$ cat src/hw/flash_prog_pkg.sv
// Constants, types and register layout for the user flash program control block.
// Operation
// - Speed fuse zero selects six-clock double speed.
// - Boot-jump fuse picks boot mapping and start address.
// - Lock field bits 2-0, software cannot change.
// - 128-byte page write buffer feeds user, extra row and security writes.
// - Page buffer is write-only to software.
// - User flash programmable only from boot flash code.
// - Boot flash never written by software.
// - Access matrix by executing region enforced.
// - External code reads user flash per lock bits.
// - Write 5x then Ax to launch operation.
// - Control bit 3 steers data-pointer writes to buffer.
// - Busy flag hardware-only, set while programming.
// - Sequence error set on bad launch, cleared later.
// - Loaded flag set on first byte, cleared on success.
// - Registers steer spaces into code or data space.
// - Space select maps user, extra row, security, reset.
// - Launch writes consecutive with same space select.
// - Programming starts second machine cycle after launch.
// - Buffer writes ignored while busy.
`default_nettype none
package flash_prog_pkg;
  localparam logic [7:0] ADDR_CONTROL = 8'hd1;
  localparam logic [7:0] ADDR_STATUS = 8'hd3;
  localparam logic [7:0] CONTROL_RESET = 8'h00;
  localparam logic [7:0] STATUS_RESET = 8'h00;
  localparam logic [3:0] KEY_FIRST = 4'h5;
  localparam logic [3:0] KEY_SECOND = 4'ha;
  localparam int BUFFER_BYTES = 128;
  localparam int PAGE_BITS = 7;
  localparam logic [1:0] SEL_USER = 2'h0;
  localparam logic [1:0] SEL_EXTRA = 2'h1;
  localparam logic [1:0] SEL_SECURITY = 2'h2;
  localparam logic [1:0] SEL_BUF_RESET = 2'h3;
  localparam logic [15:0] EXTRA_ROW_BASE = 16'hff80;
  localparam logic [15:0] SECURITY_ADDR = 16'h0000;
  localparam logic [15:0] START_USER = 16'h0000;
  localparam logic [15:0] START_BOOT = 16'hf800;
  localparam logic [7:0] SECURITY_WRITABLE = 8'hc0;
  localparam logic [7:0] SECURITY_DEFINED = 8'hc7;
  localparam int CLK_NS = 40;
  localparam int MACHINE_CLOCKS_STD = 12;
  localparam int MACHINE_CLOCKS_DOUBLE = 6;
  localparam int PROGRAM_TIME_NS = 100000;
  localparam int PROGRAM_CYCLES = (PROGRAM_TIME_NS + CLK_NS - 1) / CLK_NS;
  localparam int LAUNCH_DELAY_MC = 2;
  typedef enum logic [1:0] {
    REGION_USER = 2'h0,
    REGION_BOOT = 2'h1,
    REGION_EXTERNAL = 2'h2
  } region_t;
  typedef struct packed {
    logic [3:0] key;
    logic map_buffer;
    logic [1:0] space_sel;
    logic busy;
  } control_t;
  typedef struct packed {
    logic wr;
    logic [7:0] addr;
    logic [7:0] wdata;
  } sfr_req_t;
  typedef struct packed {
    logic wr;
    logic [15:0] addr;
    logic [7:0] wdata;
  } xdata_req_t;
endpackage
`default_nettype wire

$ cat src/hw/user_flash_program_control.sv
// Flash program sequencer: control and status registers, page buffer and access policing.
`default_nettype none
module user_flash_program_control #(
  parameter int PROGRAM_CYCLES = flash_prog_pkg::PROGRAM_CYCLES
) (
  input wire logic clk_sys,
  input wire logic rst_b,
  input wire flash_prog_pkg::sfr_req_t sfr_req,
  input wire logic instr_boundary,
  input wire logic machine_cycle,
  input wire flash_prog_pkg::region_t exec_region,
  input wire flash_prog_pkg::xdata_req_t xdata_req,
  input wire logic [7:0] security_fuses,
  input wire logic [15:0] code_addr,
  input wire logic [7:0] user_flash_rdata,
  output logic [7:0] sfr_rdata,
  output logic xdata_passthru,
  output logic [7:0] code_rdata,
  output logic code_read_refused,
  output logic double_speed,
  output logic boot_map_enable,
  output logic [15:0] start_addr,
  output logic [2:0] general_lock_field,
  output logic flash_write_strobe,
  output logic [1:0] flash_write_space,
  output logic [8:0] flash_page_addr,
  output logic [7:0] flash_wdata,
  output logic [6:0] flash_wbyte,
  output logic flash_wbyte_valid
);
  localparam int PW = flash_prog_pkg::PAGE_BITS;
  localparam int CW = $clog2(PROGRAM_CYCLES + 1);

  ////////////////////////////////////////////////////////////////////////////
  logic rst_meta_r;
  logic rst_sync_r;
  always_ff @(posedge clk_sys or negedge rst_b) begin
    if (!rst_b) begin
      rst_meta_r <= 1'b0;
      rst_sync_r <= 1'b0;
    end else begin
      rst_meta_r <= 1'b1;
      rst_sync_r <= rst_meta_r;
    end
  end
  wire rst_n = rst_sync_r;

  ////////////////////////////////////////////////////////////////////////////
  // Fuses are sampled on the first clock after reset release, not under the async reset.
  logic fuse_taken_r;
  logic [7:0] fuse_r;
  always_ff @(posedge clk_sys or negedge rst_n) begin
    if (!rst_n) begin
      fuse_taken_r <= 1'b0;
      fuse_r <= 8'hff;
    end else if (!fuse_taken_r) begin
      fuse_taken_r <= 1'b1;
      fuse_r <= security_fuses;
    end
  end
  wire fuse_x2 = fuse_r[7];
  wire fuse_jump = fuse_r[6];

  ////////////////////////////////////////////////////////////////////////////
  typedef enum logic [2:0] {
    ST_IDLE = 3'b001,
    ST_WAIT = 3'b010,
    ST_PROG = 3'b100
  } seq_state_t;
  seq_state_t state_r;
  flash_prog_pkg::control_t ctrl_r;
  logic seq_err_r;
  logic loaded_r;
  logic armed_r;
  logic [1:0] armed_sel_r;
  logic [1:0] op_sel_r;
  logic [1:0] mc_cnt_r;
  logic [CW-1:0] prog_cnt_r;
  logic [7:0] buf_data_r [flash_prog_pkg::BUFFER_BYTES];
  logic [flash_prog_pkg::BUFFER_BYTES-1:0] buf_valid_r;
  logic [8:0] page_r;
  logic [PW-1:0] scan_r;

  wire wr_ctrl = sfr_req.wr && (sfr_req.addr == flash_prog_pkg::ADDR_CONTROL);
  wire wr_stat = sfr_req.wr && (sfr_req.addr == flash_prog_pkg::ADDR_STATUS);
  wire [3:0] wkey = sfr_req.wdata[7:4];
  wire [1:0] wsel = sfr_req.wdata[2:1];
  wire is_first = wr_ctrl && (wkey == flash_prog_pkg::KEY_FIRST);
  wire is_second = wr_ctrl && (wkey == flash_prog_pkg::KEY_SECOND);
  wire from_boot = (exec_region == flash_prog_pkg::REGION_BOOT);
  wire is_reset_op = (armed_sel_r == flash_prog_pkg::SEL_BUF_RESET);
  // A second key write is good only straight after a first key with the same select.
  wire seq_ok = is_second && armed_r && (wsel == armed_sel_r);
  // Only boot code may launch, and a write needs loaded data.
  wire launch_ok = seq_ok && from_boot && (loaded_r || is_reset_op) && (state_r == ST_IDLE);
  wire launch_bad = is_second && !launch_ok;
  // Boot flash is never a write target: space select only addresses user flash.
  wire buf_wr_ok = xdata_req.wr && ctrl_r.map_buffer && !ctrl_r.busy
                   && (exec_region != flash_prog_pkg::REGION_EXTERNAL);
  wire [PW-1:0] buf_idx = xdata_req.addr[PW-1:0];
  wire mc_tick = machine_cycle;
  wire launch_start = (state_r == ST_WAIT) && mc_tick
                      && (mc_cnt_r == 2'(flash_prog_pkg::LAUNCH_DELAY_MC - 1));
  wire prog_done = (state_r == ST_PROG) && (prog_cnt_r == '0);

  ////////////////////////////////////////////////////////////////////////////
  always_ff @(posedge clk_sys or negedge rst_n) begin
    if (!rst_n) begin
      armed_r <= 1'b0;
      armed_sel_r <= flash_prog_pkg::SEL_USER;
    end else if (instr_boundary || wr_ctrl) begin
      armed_r <= is_first;
      armed_sel_r <= wsel;
    end
  end

  seq_state_t state_nxt;
  always_comb begin
    state_nxt = state_r;
    unique case (state_r)
      ST_IDLE: begin
        if (launch_ok) state_nxt = ST_WAIT;
      end
      ST_WAIT: begin
        if (launch_start) state_nxt = ST_PROG;
      end
      ST_PROG: begin
        if (prog_done) state_nxt = ST_IDLE;
      end
      default: state_nxt = ST_IDLE;
    endcase
  end

  always_ff @(posedge clk_sys or negedge rst_n) begin
    if (!rst_n) begin
      state_r <= ST_IDLE;
      mc_cnt_r <= 2'h0;
      op_sel_r <= flash_prog_pkg::SEL_USER;
      prog_cnt_r <= '0;
    end else begin
      state_r <= state_nxt;
      if (launch_ok) begin
        mc_cnt_r <= 2'h0;
        op_sel_r <= armed_sel_r;
      end else if ((state_r == ST_WAIT) && mc_tick) begin
        mc_cnt_r <= mc_cnt_r + 2'h1;
      end
      if (launch_start) begin
        prog_cnt_r <= (op_sel_r == flash_prog_pkg::SEL_BUF_RESET) ? '0 : CW'(PROGRAM_CYCLES - 1);
      end else if (prog_cnt_r != '0) begin
        prog_cnt_r <= prog_cnt_r - CW'(1);
      end
    end
  end

  ////////////////////////////////////////////////////////////////////////////
  // Busy covers the launch delay as well, so the buffer is frozen from launch on.
  always_ff @(posedge clk_sys or negedge rst_n) begin
    if (!rst_n) begin
      ctrl_r <= flash_prog_pkg::CONTROL_RESET;
      seq_err_r <= 1'b0;
      loaded_r <= 1'b0;
    end else begin
      if (wr_ctrl) begin
        ctrl_r.key <= wkey;
        ctrl_r.map_buffer <= sfr_req.wdata[3];
        ctrl_r.space_sel <= wsel;
      end
      ctrl_r.busy <= (state_nxt != ST_IDLE);
      // Hardware set wins over a software clear in the same cycle.
      if (launch_bad) seq_err_r <= 1'b1;
      else if (launch_ok) seq_err_r <= 1'b0;
      else if (wr_stat && !sfr_req.wdata[1]) seq_err_r <= 1'b0;
      if (buf_wr_ok) loaded_r <= 1'b1;
      else if (prog_done) loaded_r <= 1'b0;
    end
  end

  ////////////////////////////////////////////////////////////////////////////
  // Buffer storage has no read path to software.
  always_ff @(posedge clk_sys or negedge rst_n) begin
    if (!rst_n) begin
      buf_valid_r <= '0;
      page_r <= 9'h000;
    end else begin
      if (prog_done) buf_valid_r <= '0;
      else if (buf_wr_ok) buf_valid_r[buf_idx] <= 1'b1;
      if (buf_wr_ok) page_r <= xdata_req.addr[15:PW];
    end
  end
  always_ff @(posedge clk_sys) begin
    if (buf_wr_ok) buf_data_r[buf_idx] <= xdata_req.wdata;
  end

  ////////////////////////////////////////////////////////////////////////////
  // One buffer byte goes out per clock while programming, looping over the page.
  wire prog_write = (state_r == ST_PROG) && (op_sel_r != flash_prog_pkg::SEL_BUF_RESET);
  // A security write keeps the fused lock field, so software can never loosen the lock.
  wire [7:0] scan_byte = buf_data_r[scan_r];
  wire [7:0] sec_keep = fuse_r & flash_prog_pkg::SECURITY_DEFINED & ~flash_prog_pkg::SECURITY_WRITABLE;
  wire [7:0] sec_merge = (scan_byte & flash_prog_pkg::SECURITY_WRITABLE) | sec_keep;
  wire [7:0] wdata_nxt = (op_sel_r == flash_prog_pkg::SEL_SECURITY) ? sec_merge : scan_byte;
  always_ff @(posedge clk_sys or negedge rst_n) begin
    if (!rst_n) begin
      scan_r <= '0;
      flash_write_strobe <= 1'b0;
      flash_write_space <= flash_prog_pkg::SEL_USER;
      flash_page_addr <= 9'h000;
      flash_wdata <= 8'h00;
      flash_wbyte <= 7'h00;
      flash_wbyte_valid <= 1'b0;
    end else begin
      scan_r <= prog_write ? scan_r + PW'(1) : '0;
      flash_write_strobe <= prog_write;
      flash_write_space <= op_sel_r;
      flash_page_addr <= page_r;
      flash_wdata <= wdata_nxt;
      flash_wbyte <= scan_r;
      flash_wbyte_valid <= prog_write && buf_valid_r[scan_r];
    end
  end

  ////////////////////////////////////////////////////////////////////////////
  // Only the two top security bits are taken from the buffer; lock bits stay.
  wire [7:0] sec_view = fuse_r & flash_prog_pkg::SECURITY_DEFINED;
  wire [7:0] stat_view = {6'h00, seq_err_r, loaded_r};
  wire [7:0] sfr_rd_nxt = (sfr_req.addr == flash_prog_pkg::ADDR_CONTROL) ? ctrl_r
                        : (sfr_req.addr == flash_prog_pkg::ADDR_STATUS) ? stat_view : 8'h00;
  wire in_extra = (code_addr & flash_prog_pkg::EXTRA_ROW_BASE) == flash_prog_pkg::EXTRA_ROW_BASE;
  wire ext_locked = (exec_region == flash_prog_pkg::REGION_EXTERNAL) && (sec_view[2:0] != 3'h7);
  wire refuse_nxt = ext_locked
                  || ((ctrl_r.space_sel == flash_prog_pkg::SEL_EXTRA) && !in_extra)
                  || ((ctrl_r.space_sel == flash_prog_pkg::SEL_SECURITY)
                      && (code_addr != flash_prog_pkg::SECURITY_ADDR));
  wire [7:0] code_nxt = (ctrl_r.space_sel == flash_prog_pkg::SEL_SECURITY) ? sec_view
                      : user_flash_rdata;
  always_ff @(posedge clk_sys or negedge rst_n) begin
    if (!rst_n) begin
      sfr_rdata <= 8'h00;
      xdata_passthru <= 1'b0;
      code_rdata <= 8'h00;
      code_read_refused <= 1'b0;
      double_speed <= 1'b0;
      boot_map_enable <= 1'b0;
      start_addr <= flash_prog_pkg::START_USER;
      general_lock_field <= 3'h0;
    end else begin
      sfr_rdata <= sfr_rd_nxt;
      xdata_passthru <= xdata_req.wr && !ctrl_r.map_buffer;
      code_rdata <= refuse_nxt ? 8'h00 : code_nxt;
      code_read_refused <= refuse_nxt;
      double_speed <= !fuse_x2;
      boot_map_enable <= !fuse_jump;
      start_addr <= fuse_jump ? flash_prog_pkg::START_USER : flash_prog_pkg::START_BOOT;
      general_lock_field <= sec_view[2:0];
    end
  end

  ////////////////////////////////////////////////////////////////////////////
  a_busy_blocks_buf: assert property (@(posedge clk_sys) disable iff (!rst_n) (state_r != ST_IDLE) |-> !buf_wr_ok)
    else $error("buffer written while busy");
  a_bad_sets_err: assert property (@(posedge clk_sys) disable iff (!rst_n) launch_bad |=> seq_err_r)
    else $error("bad launch did not flag error");
  a_launch_busy: assert property (@(posedge clk_sys) disable iff (!rst_n) launch_ok |=> ctrl_r.busy)
    else $error("busy not set after launch");
  a_nonboot_no_launch: assert property (@(posedge clk_sys) disable iff (!rst_n)
    !from_boot |-> !launch_ok)
    else $error("launch from non-boot code");
  a_load_sets_flag: assert property (@(posedge clk_sys) disable iff (!rst_n) buf_wr_ok |=> loaded_r)
    else $error("loaded flag not set");
  a_done_clears: assert property (@(posedge clk_sys) disable iff (!rst_n)
    prog_done && !buf_wr_ok |=> !loaded_r && !ctrl_r.busy)
    else $error("completion did not clear flags");
  a_status_upper_zero: assert property (@(posedge clk_sys) disable iff (!rst_n)
    $past(sfr_req.addr) == flash_prog_pkg::ADDR_STATUS |-> sfr_rdata[7:2] == 6'h00)
    else $error("status upper bits nonzero");
  a_ext_no_load: assert property (@(posedge clk_sys) disable iff (!rst_n)
    exec_region == flash_prog_pkg::REGION_EXTERNAL |-> !buf_wr_ok)
    else $error("external code loaded buffer");
  c_launch: cover property (@(posedge clk_sys) disable iff (!rst_n) launch_ok);
  c_bad: cover property (@(posedge clk_sys) disable iff (!rst_n) launch_bad);
  c_done: cover property (@(posedge clk_sys) disable iff (!rst_n) prog_done);
  // Checks from inputs to outputs look one cycle on, since every output is taken from a flop.
  a_idle_no_strobe: assert property (@(posedge clk_sys) disable iff (!rst_n)
    !ctrl_r.busy |-> !prog_write)
    else $error("flash write while not busy");
  a_sec_lock_kept: assert property (@(posedge clk_sys) disable iff (!rst_n)
    prog_write && (op_sel_r == flash_prog_pkg::SEL_SECURITY) |=> flash_wdata[2:0] == general_lock_field)
    else $error("lock field taken from buffer");
  a_ext_read_refused: assert property (@(posedge clk_sys) disable iff (!rst_n)
    (exec_region == flash_prog_pkg::REGION_EXTERNAL) && (sec_view[2:0] != 3'h7) |=> code_read_refused)
    else $error("locked external read allowed");
  a_refused_reads_zero: assert property (@(posedge clk_sys) disable iff (!rst_n)
    code_read_refused |-> code_rdata == 8'h00)
    else $error("refused read returned data");
  a_split_keys_err: assert property (@(posedge clk_sys) disable iff (!rst_n)
    is_second && !armed_r |=> seq_err_r)
    else $error("unarmed second key not flagged");
  c_reset_op: cover property (@(posedge clk_sys) disable iff (!rst_n)
    prog_done && (op_sel_r == flash_prog_pkg::SEL_BUF_RESET));
  c_refused: cover property (@(posedge clk_sys) disable iff (!rst_n) code_read_refused);
endmodule
`default_nettype wire

$ cat config.mk
export PLATFORM = sky130hd
export DESIGN_NAME = user_flash_program_control
export DESIGN_NICKNAME = d
export VERILOG_FILES = /design/src/hw/flash_prog_pkg.sv /design/src/hw/user_flash_program_control.sv
export SDC_FILE = /design/constraint.sdc
export NUM_CORES = 1
export LEC_CHECK = 0
export BUFFER_PORTS_ARGS = -buffer_cell sky130_fd_sc_hd__buf_2
export CORE_UTILIZATION = 40
export CTS_CLUSTER_DIAMETER = 30
export DETAILED_ROUTE_END_ITERATION = 6
export HOLD_SLACK_MARGIN = 0.15
export SLEW_MARGIN = 20
export SYNTH_ARGS = -nofsm -noshare
export SYNTH_HDL_FRONTEND = slang
export SYNTH_SLANG_ARGS = --single-unit
$ cat constraint.sdc
create_clock -name clk_sys -period 7.95 [get_ports clk_sys]
set_input_delay 0.3975 -clock clk_sys [delete_from_list [all_inputs] [get_ports clk_sys]]
set_output_delay 0.3975 -clock clk_sys [all_outputs]
set_load 0.03 [all_outputs]
After elaboration in Yosys (flattened, before gate mapping)
Memory sizes are Yosys's and may differ from the RTL's.
Index checks and enable logic that the tools add are counted.
Word-level totals
  flip-flop bits (word level): 254
  RAM bits: 1024
  input bits: 80
  output and inout port bits: 67
  word-level logic and storage cells: 134
  memories: 1
Cells by class
  add/sub/neg operators: 3
  order comparisons: 3
  equal/unequal tests: 21
  mux-type cells: 29
  bitwise logic cells: 2
  reductions and logical operators: 42
Memory list
  buf_data_r: depth 128, bits a word 8, read ports 1, clocked after memory_dff 0, write ports 1, RTL line user_flash_program_control.sv:79  | logic [7:0] buf_data_r [flash_prog_pkg::BUFFER_BYTES];
Operators by type and width (count)
  $mux 128: 2
  $or 128x128->128: 1
  $mux 12: 3
  $mux 8: 4
  $logic_and 1x1->1: 24
  $eq 8x8->1 const B: 2
  $lt 7x8->1 const B: 2
  $mux 16: 1
  $reduce_bool 16->1: 1
  $logic_not 12->1: 1
  $reduce_bool 12->1: 1
  $sub 12x1->12 const B: 1
  $eq 2x2->1 const B: 5
  $eq 9x9->1 const B: 1
  $mux 1: 9
  $mux 3: 3
  $pmux 3 s3: 1
  $or 8x3->8: 1
  $add 7x1->7 const B: 1
  $bmux 1 s7: 1
  $demux 1 s7: 1
  $ge 7x1->1 const B: 1
  $logic_not 1->1: 7
  $mux 7: 1
  15 further kinds: 25

Longest topological paths before layout
  word-level depth: 11
  mapped depth: 11
  gate-level depth less buffers: 7

Worst setup path after synthesis
OpenSTA, ideal clock, no wires.
  kind: register to register
  start point: register scan_r[0]
  end point: register flash_wdata[3]
  library setup time: 0.129 ns
  arrival time: 2.166 ns
  data required time: 7.821 ns
  path slack: 5.655 ns
  cell stages (with the launch flop): 9
  buffers on the path: 2
  period minus slack after synthesis: 2.295 ns
  cell sequence: dfrtp_1 -> buf_4 -> buf_2 -> mux4_2 -> mux4_2 -> nand3_1 -> nand2_1 -> a221oi_1 -> o22ai_1
Between the ends
  word-level cells in the longest chain between the ends: 2
RTL lines
  from (decl): RTL line user_flash_program_control.sv:82  | logic [PW-1:0] scan_r;
  from (signal assigned): RTL line user_flash_program_control.sv:213  | scan_r <= prog_write ? scan_r + PW'(1) : '0;
  $mem_v2 128x8
  $mux 8: RTL line user_flash_program_control.sv:202  | wire [7:0] wdata_nxt = (op_sel_r == flash_prog_pkg::SEL_SECURITY) ? sec_merge : scan_byte;
  named net wdata_nxt[3]: RTL line user_flash_program_control.sv:202
  to (signal assigned): RTL line user_flash_program_control.sv:217  | flash_wdata <= wdata_nxt;
  to (decl): RTL line user_flash_program_control.sv:27  | output logic [7:0] flash_wdata,
The timed path passes the listed nets, and every way through them passes these cells.
A chain may end at the register's enable or synchronous reset.

Final worst setup path
  start point: register scan_r[1]
  end point: register flash_wdata[0]
Same word-level chain as after synthesis.

==> run summary <==
Site Rows - 128
Outcome - complete, no violations
First-pass GRT wire length - 185000 um
Period utilization - 53.6%
Initial core utilization - 40.4%
CP Cell Sequence - buf_4 > nand2b_2 > buf_4 > o221ai_1 > o22ai_1 > nor3_1 > o32ai_1 > o21ai_1
Sequential share of the synthesized area - 74.2%
CTS clock-pin slew for the worst setup and hold paths - 50 ps
Gr ovfl total - 0
Power density cells - 286 nW/um2
Clk root buf - clkbuf_16
Fillers - 9888
RSZ-0062 raised after global routing - no
Max_cap viols - 0
Vias in the first global route - 27600
Pin count of the biggest net entering global routing - 138
Vias per cell - 5.58
Critical path data arrival time - 4870 ps
Mapped Cells - 2623
Min Tclk post-route - 4260 ps
First-pass DRT Iterations - 5
Setup bufs post-CTS - 0
Vias post-DR - 26500
CTS tree - yes
Clock latency on the worst-skew pair - 790 ps
Initial DRC count - 2246
Hold Vio Cnt, Final - 0
Setup TNS - 0 ps
DIE HEIGHT - 353 um
I/O pin count - 147
Routability Congestion - 0.813
Yosys reg bits - 1259
DIE AREA - 125000 um2
Worst slack at placement - 3810 ps
Post-DR wirelength/cell - 26.4 um
Crit-path max FO - 41
WL final - 125000 um
Nature of the critical path startpoint - register
Bufs on Longest Clock Path - 3
Reg2reg path depth - 8
Post-synth EDFFs - 1024
DRT antenna net count - 0
Ant. Diodes - 0
Area Growth Syn to Fin - 21.4%
Die Wd - 353 um
Residual DRC count - 0
Clk_skew - 33.7 ps
Synth warn - 0
Post-synth ARST share - 18.7%
Initial antenna violation count - 5
Synthesized area - 49400 um2
Dpl hpwl - 73600 um
H-tree depth - 4
Register Area - 36700 um2
Final setup viols - 0
Port bufs - 131
CTS buffer count - 222
Crit Path Category - register to register
Area of the multi-input gates - 11900 um2
Avg Cell Area, Syn - 18.8 um2
Number of library cell types mapped by synthesis - 67
Slew margin rel. - 28.9%
Clk sink count - 1259
Data required, critical path - 8560 ps
Core area - 122000 um2
Leak - 20.2 nW
Worst Tran Pin Value - 1070 ps
Crit. End Element - register
Synth Flop Type - edfxtp_1
Net count reported at finish - 3000
Max VDD drop - 0.191 mV
Critical-path top delay cell - nand2b_2
GRT Total Usage - 20.1%
Crit path largest cell delay - 800 ps
Share of cells above drive strength 1 - 27.2%
Min-Delay Path Class - input port to register
Most used cell along the critical path - buf_4
Slew Limit Fails - 0
Fmax - 235 MHz
Final setup margin - 3690 ps
Worst hold path depth - 1
what timing repair did:
item                      in CTS  in global routing
hold endpoints to repair     120                  0
resized for setup              0                  0
hold buffers                  48                  0
final timing paths:
check	slack (ps)	to	startpoint
worst max-delay path	3690	flash_wdata[0]	scan_r[1]
worst min register to register	320	page_r[2]	rst_n
max in group asynchronous	5700	buf_valid_r[57]	rst_n
min in group asynchronous	320	page_r[2]	rst_n
worst max register to register	3690	flash_wdata[0]	scan_r[1]
worst min-delay path	160	buf_data_r[31][6]	xdata_req[6]
where the power goes:
group | internal (mW) | total, mW | switching, mW
clock | 6.35 | 9.64 | 3.29
combinational | 0.0733 | 0.298 | 0.225
sequential | 7.19 | 7.22 | 0.0269
Yosys cell counts (all sizes together) (11+ instances only):
library cell  instances  area (um2)
a211oi               12        90.1
clkbuf               71         267
o22ai                27         169
nand3                18        90.1
xnor2                12         105
a22oi                25         188
nor3                 23         115
mux2i               143        1430
buf                  90         633
o21ai                24         120
and2                 13        81.3
mux2                 31         349
nand2                86         323
a21oi                72         360
dfrtp               229        5730
edfxtp             1024       30700
nor4                 12        75.1
or3                  11        68.8
mux4                240        5410
nor2b                15        93.8
o21a                129         968
o221ai               46         403
nor2                169         634
layout make-up:
| cell class | count | share of cell area, % |
|---|---|---|
| Timing Repair Buffer | 219 | 2.52 |
| Clock inverter | 152 | 3.07 |
| Inverter | 9 | 0.0564 |
| Sequential cell | 1259 | 61.2 |
| Tap cell | 1625 | 3.39 |
| Clock buffer | 269 | 9.98 |
| Multi-Input combinational cell | 1205 | 19.8 |
state kept, by name (all words and copies together), names as in the netlist, 3 cells and up:
signal	flops
sfr_rdata	8
ctrl_r	8
flash_wdata	8
state_r	3
prog_cnt_r	12
buf_data_r	1024
flash_page_addr	9
page_r	9
general_lock_field	3
code_rdata	8
buf_valid_r	128
flash_wbyte	7
scan_r	7
fuse_r	5
kinds of logic after synthesis:
kind of cell	Yosys count	share of synthesized area, %
AOI/OAI and AO/OA	375	5.39
buffers and inverters	170	1.89
and+or+nand+nor	384	3.55
other	2	0.0152
adders and majority gates	4	0.101
xor gates and xnor gates	15	0.266
muxes	414	14.6
DFF	1259	74.2
worst max-delay path, delay by kind of cell (launching register included):
family	cells	cell delay, ps
simple gates	2	870
buf+inv	2	1120
flops	1	610
compound gates	4	1430
cell usage in the layout (no fill, tap or decap), types with 25 or more instances in the layout:
| master | n |
|---|---|
| buf_2 | 123 |
| mux2i_1 | 143 |
| clkinvlp_4 | 26 |
| clkbuf_16 | 226 |
| o221ai_1 | 46 |
| dfrtp_1 | 224 |
| dlygate4sd3_1 | 48 |
| o22ai_1 | 27 |
| o21a_1 | 129 |
| nor2_1 | 169 |
| edfxtp_1 | 1024 |
| nand2_1 | 82 |
| buf_4 | 43 |
| mux2_2 | 31 |
| a21oi_1 | 72 |
| mux4_2 | 240 |
| clkinv_2 | 35 |
| clkbuf_1 | 27 |
| a22oi_1 | 25 |
| bufinv_16 | 30 |
per-stage QoR:
| step | hold slack (ps) | util [%] | cells | cell area, um2 | total power [mW] |
|---|---|---|---|---|---|
| after floorplan | 102 | - | 2634 | 49400 | 7.45 |
| after global placement | 183 | 42.3 | 4269 | 51600 | 7.61 |
| after detailed placement | 186 | 42.3 | 4269 | 51600 | 7.63 |
| after CTS | 154 | 49.1 | 4738 | 59900 | 17.3 |
| after global routing | 166 | 49.1 | 4738 | 59900 | 17.6 |
| final | 157 | 49.1 | 4738 | 59900 | 17.2 |
per-layer routing:
| layer | part of all wire [%] | global-route usage, % | wire (um) |
|---|---|---|---|
| met4 | 3.0 | 7.41 | 3710 |
| met5 | 0.037 | 0 | 46 |
| met2 | 49 | 32.7 | 61600 |
| met1 | 41 | 26.6 | 51100 |
| met3 | 6.9 | 4.42 | 8690 |
(Power assumes the default switching activity.)
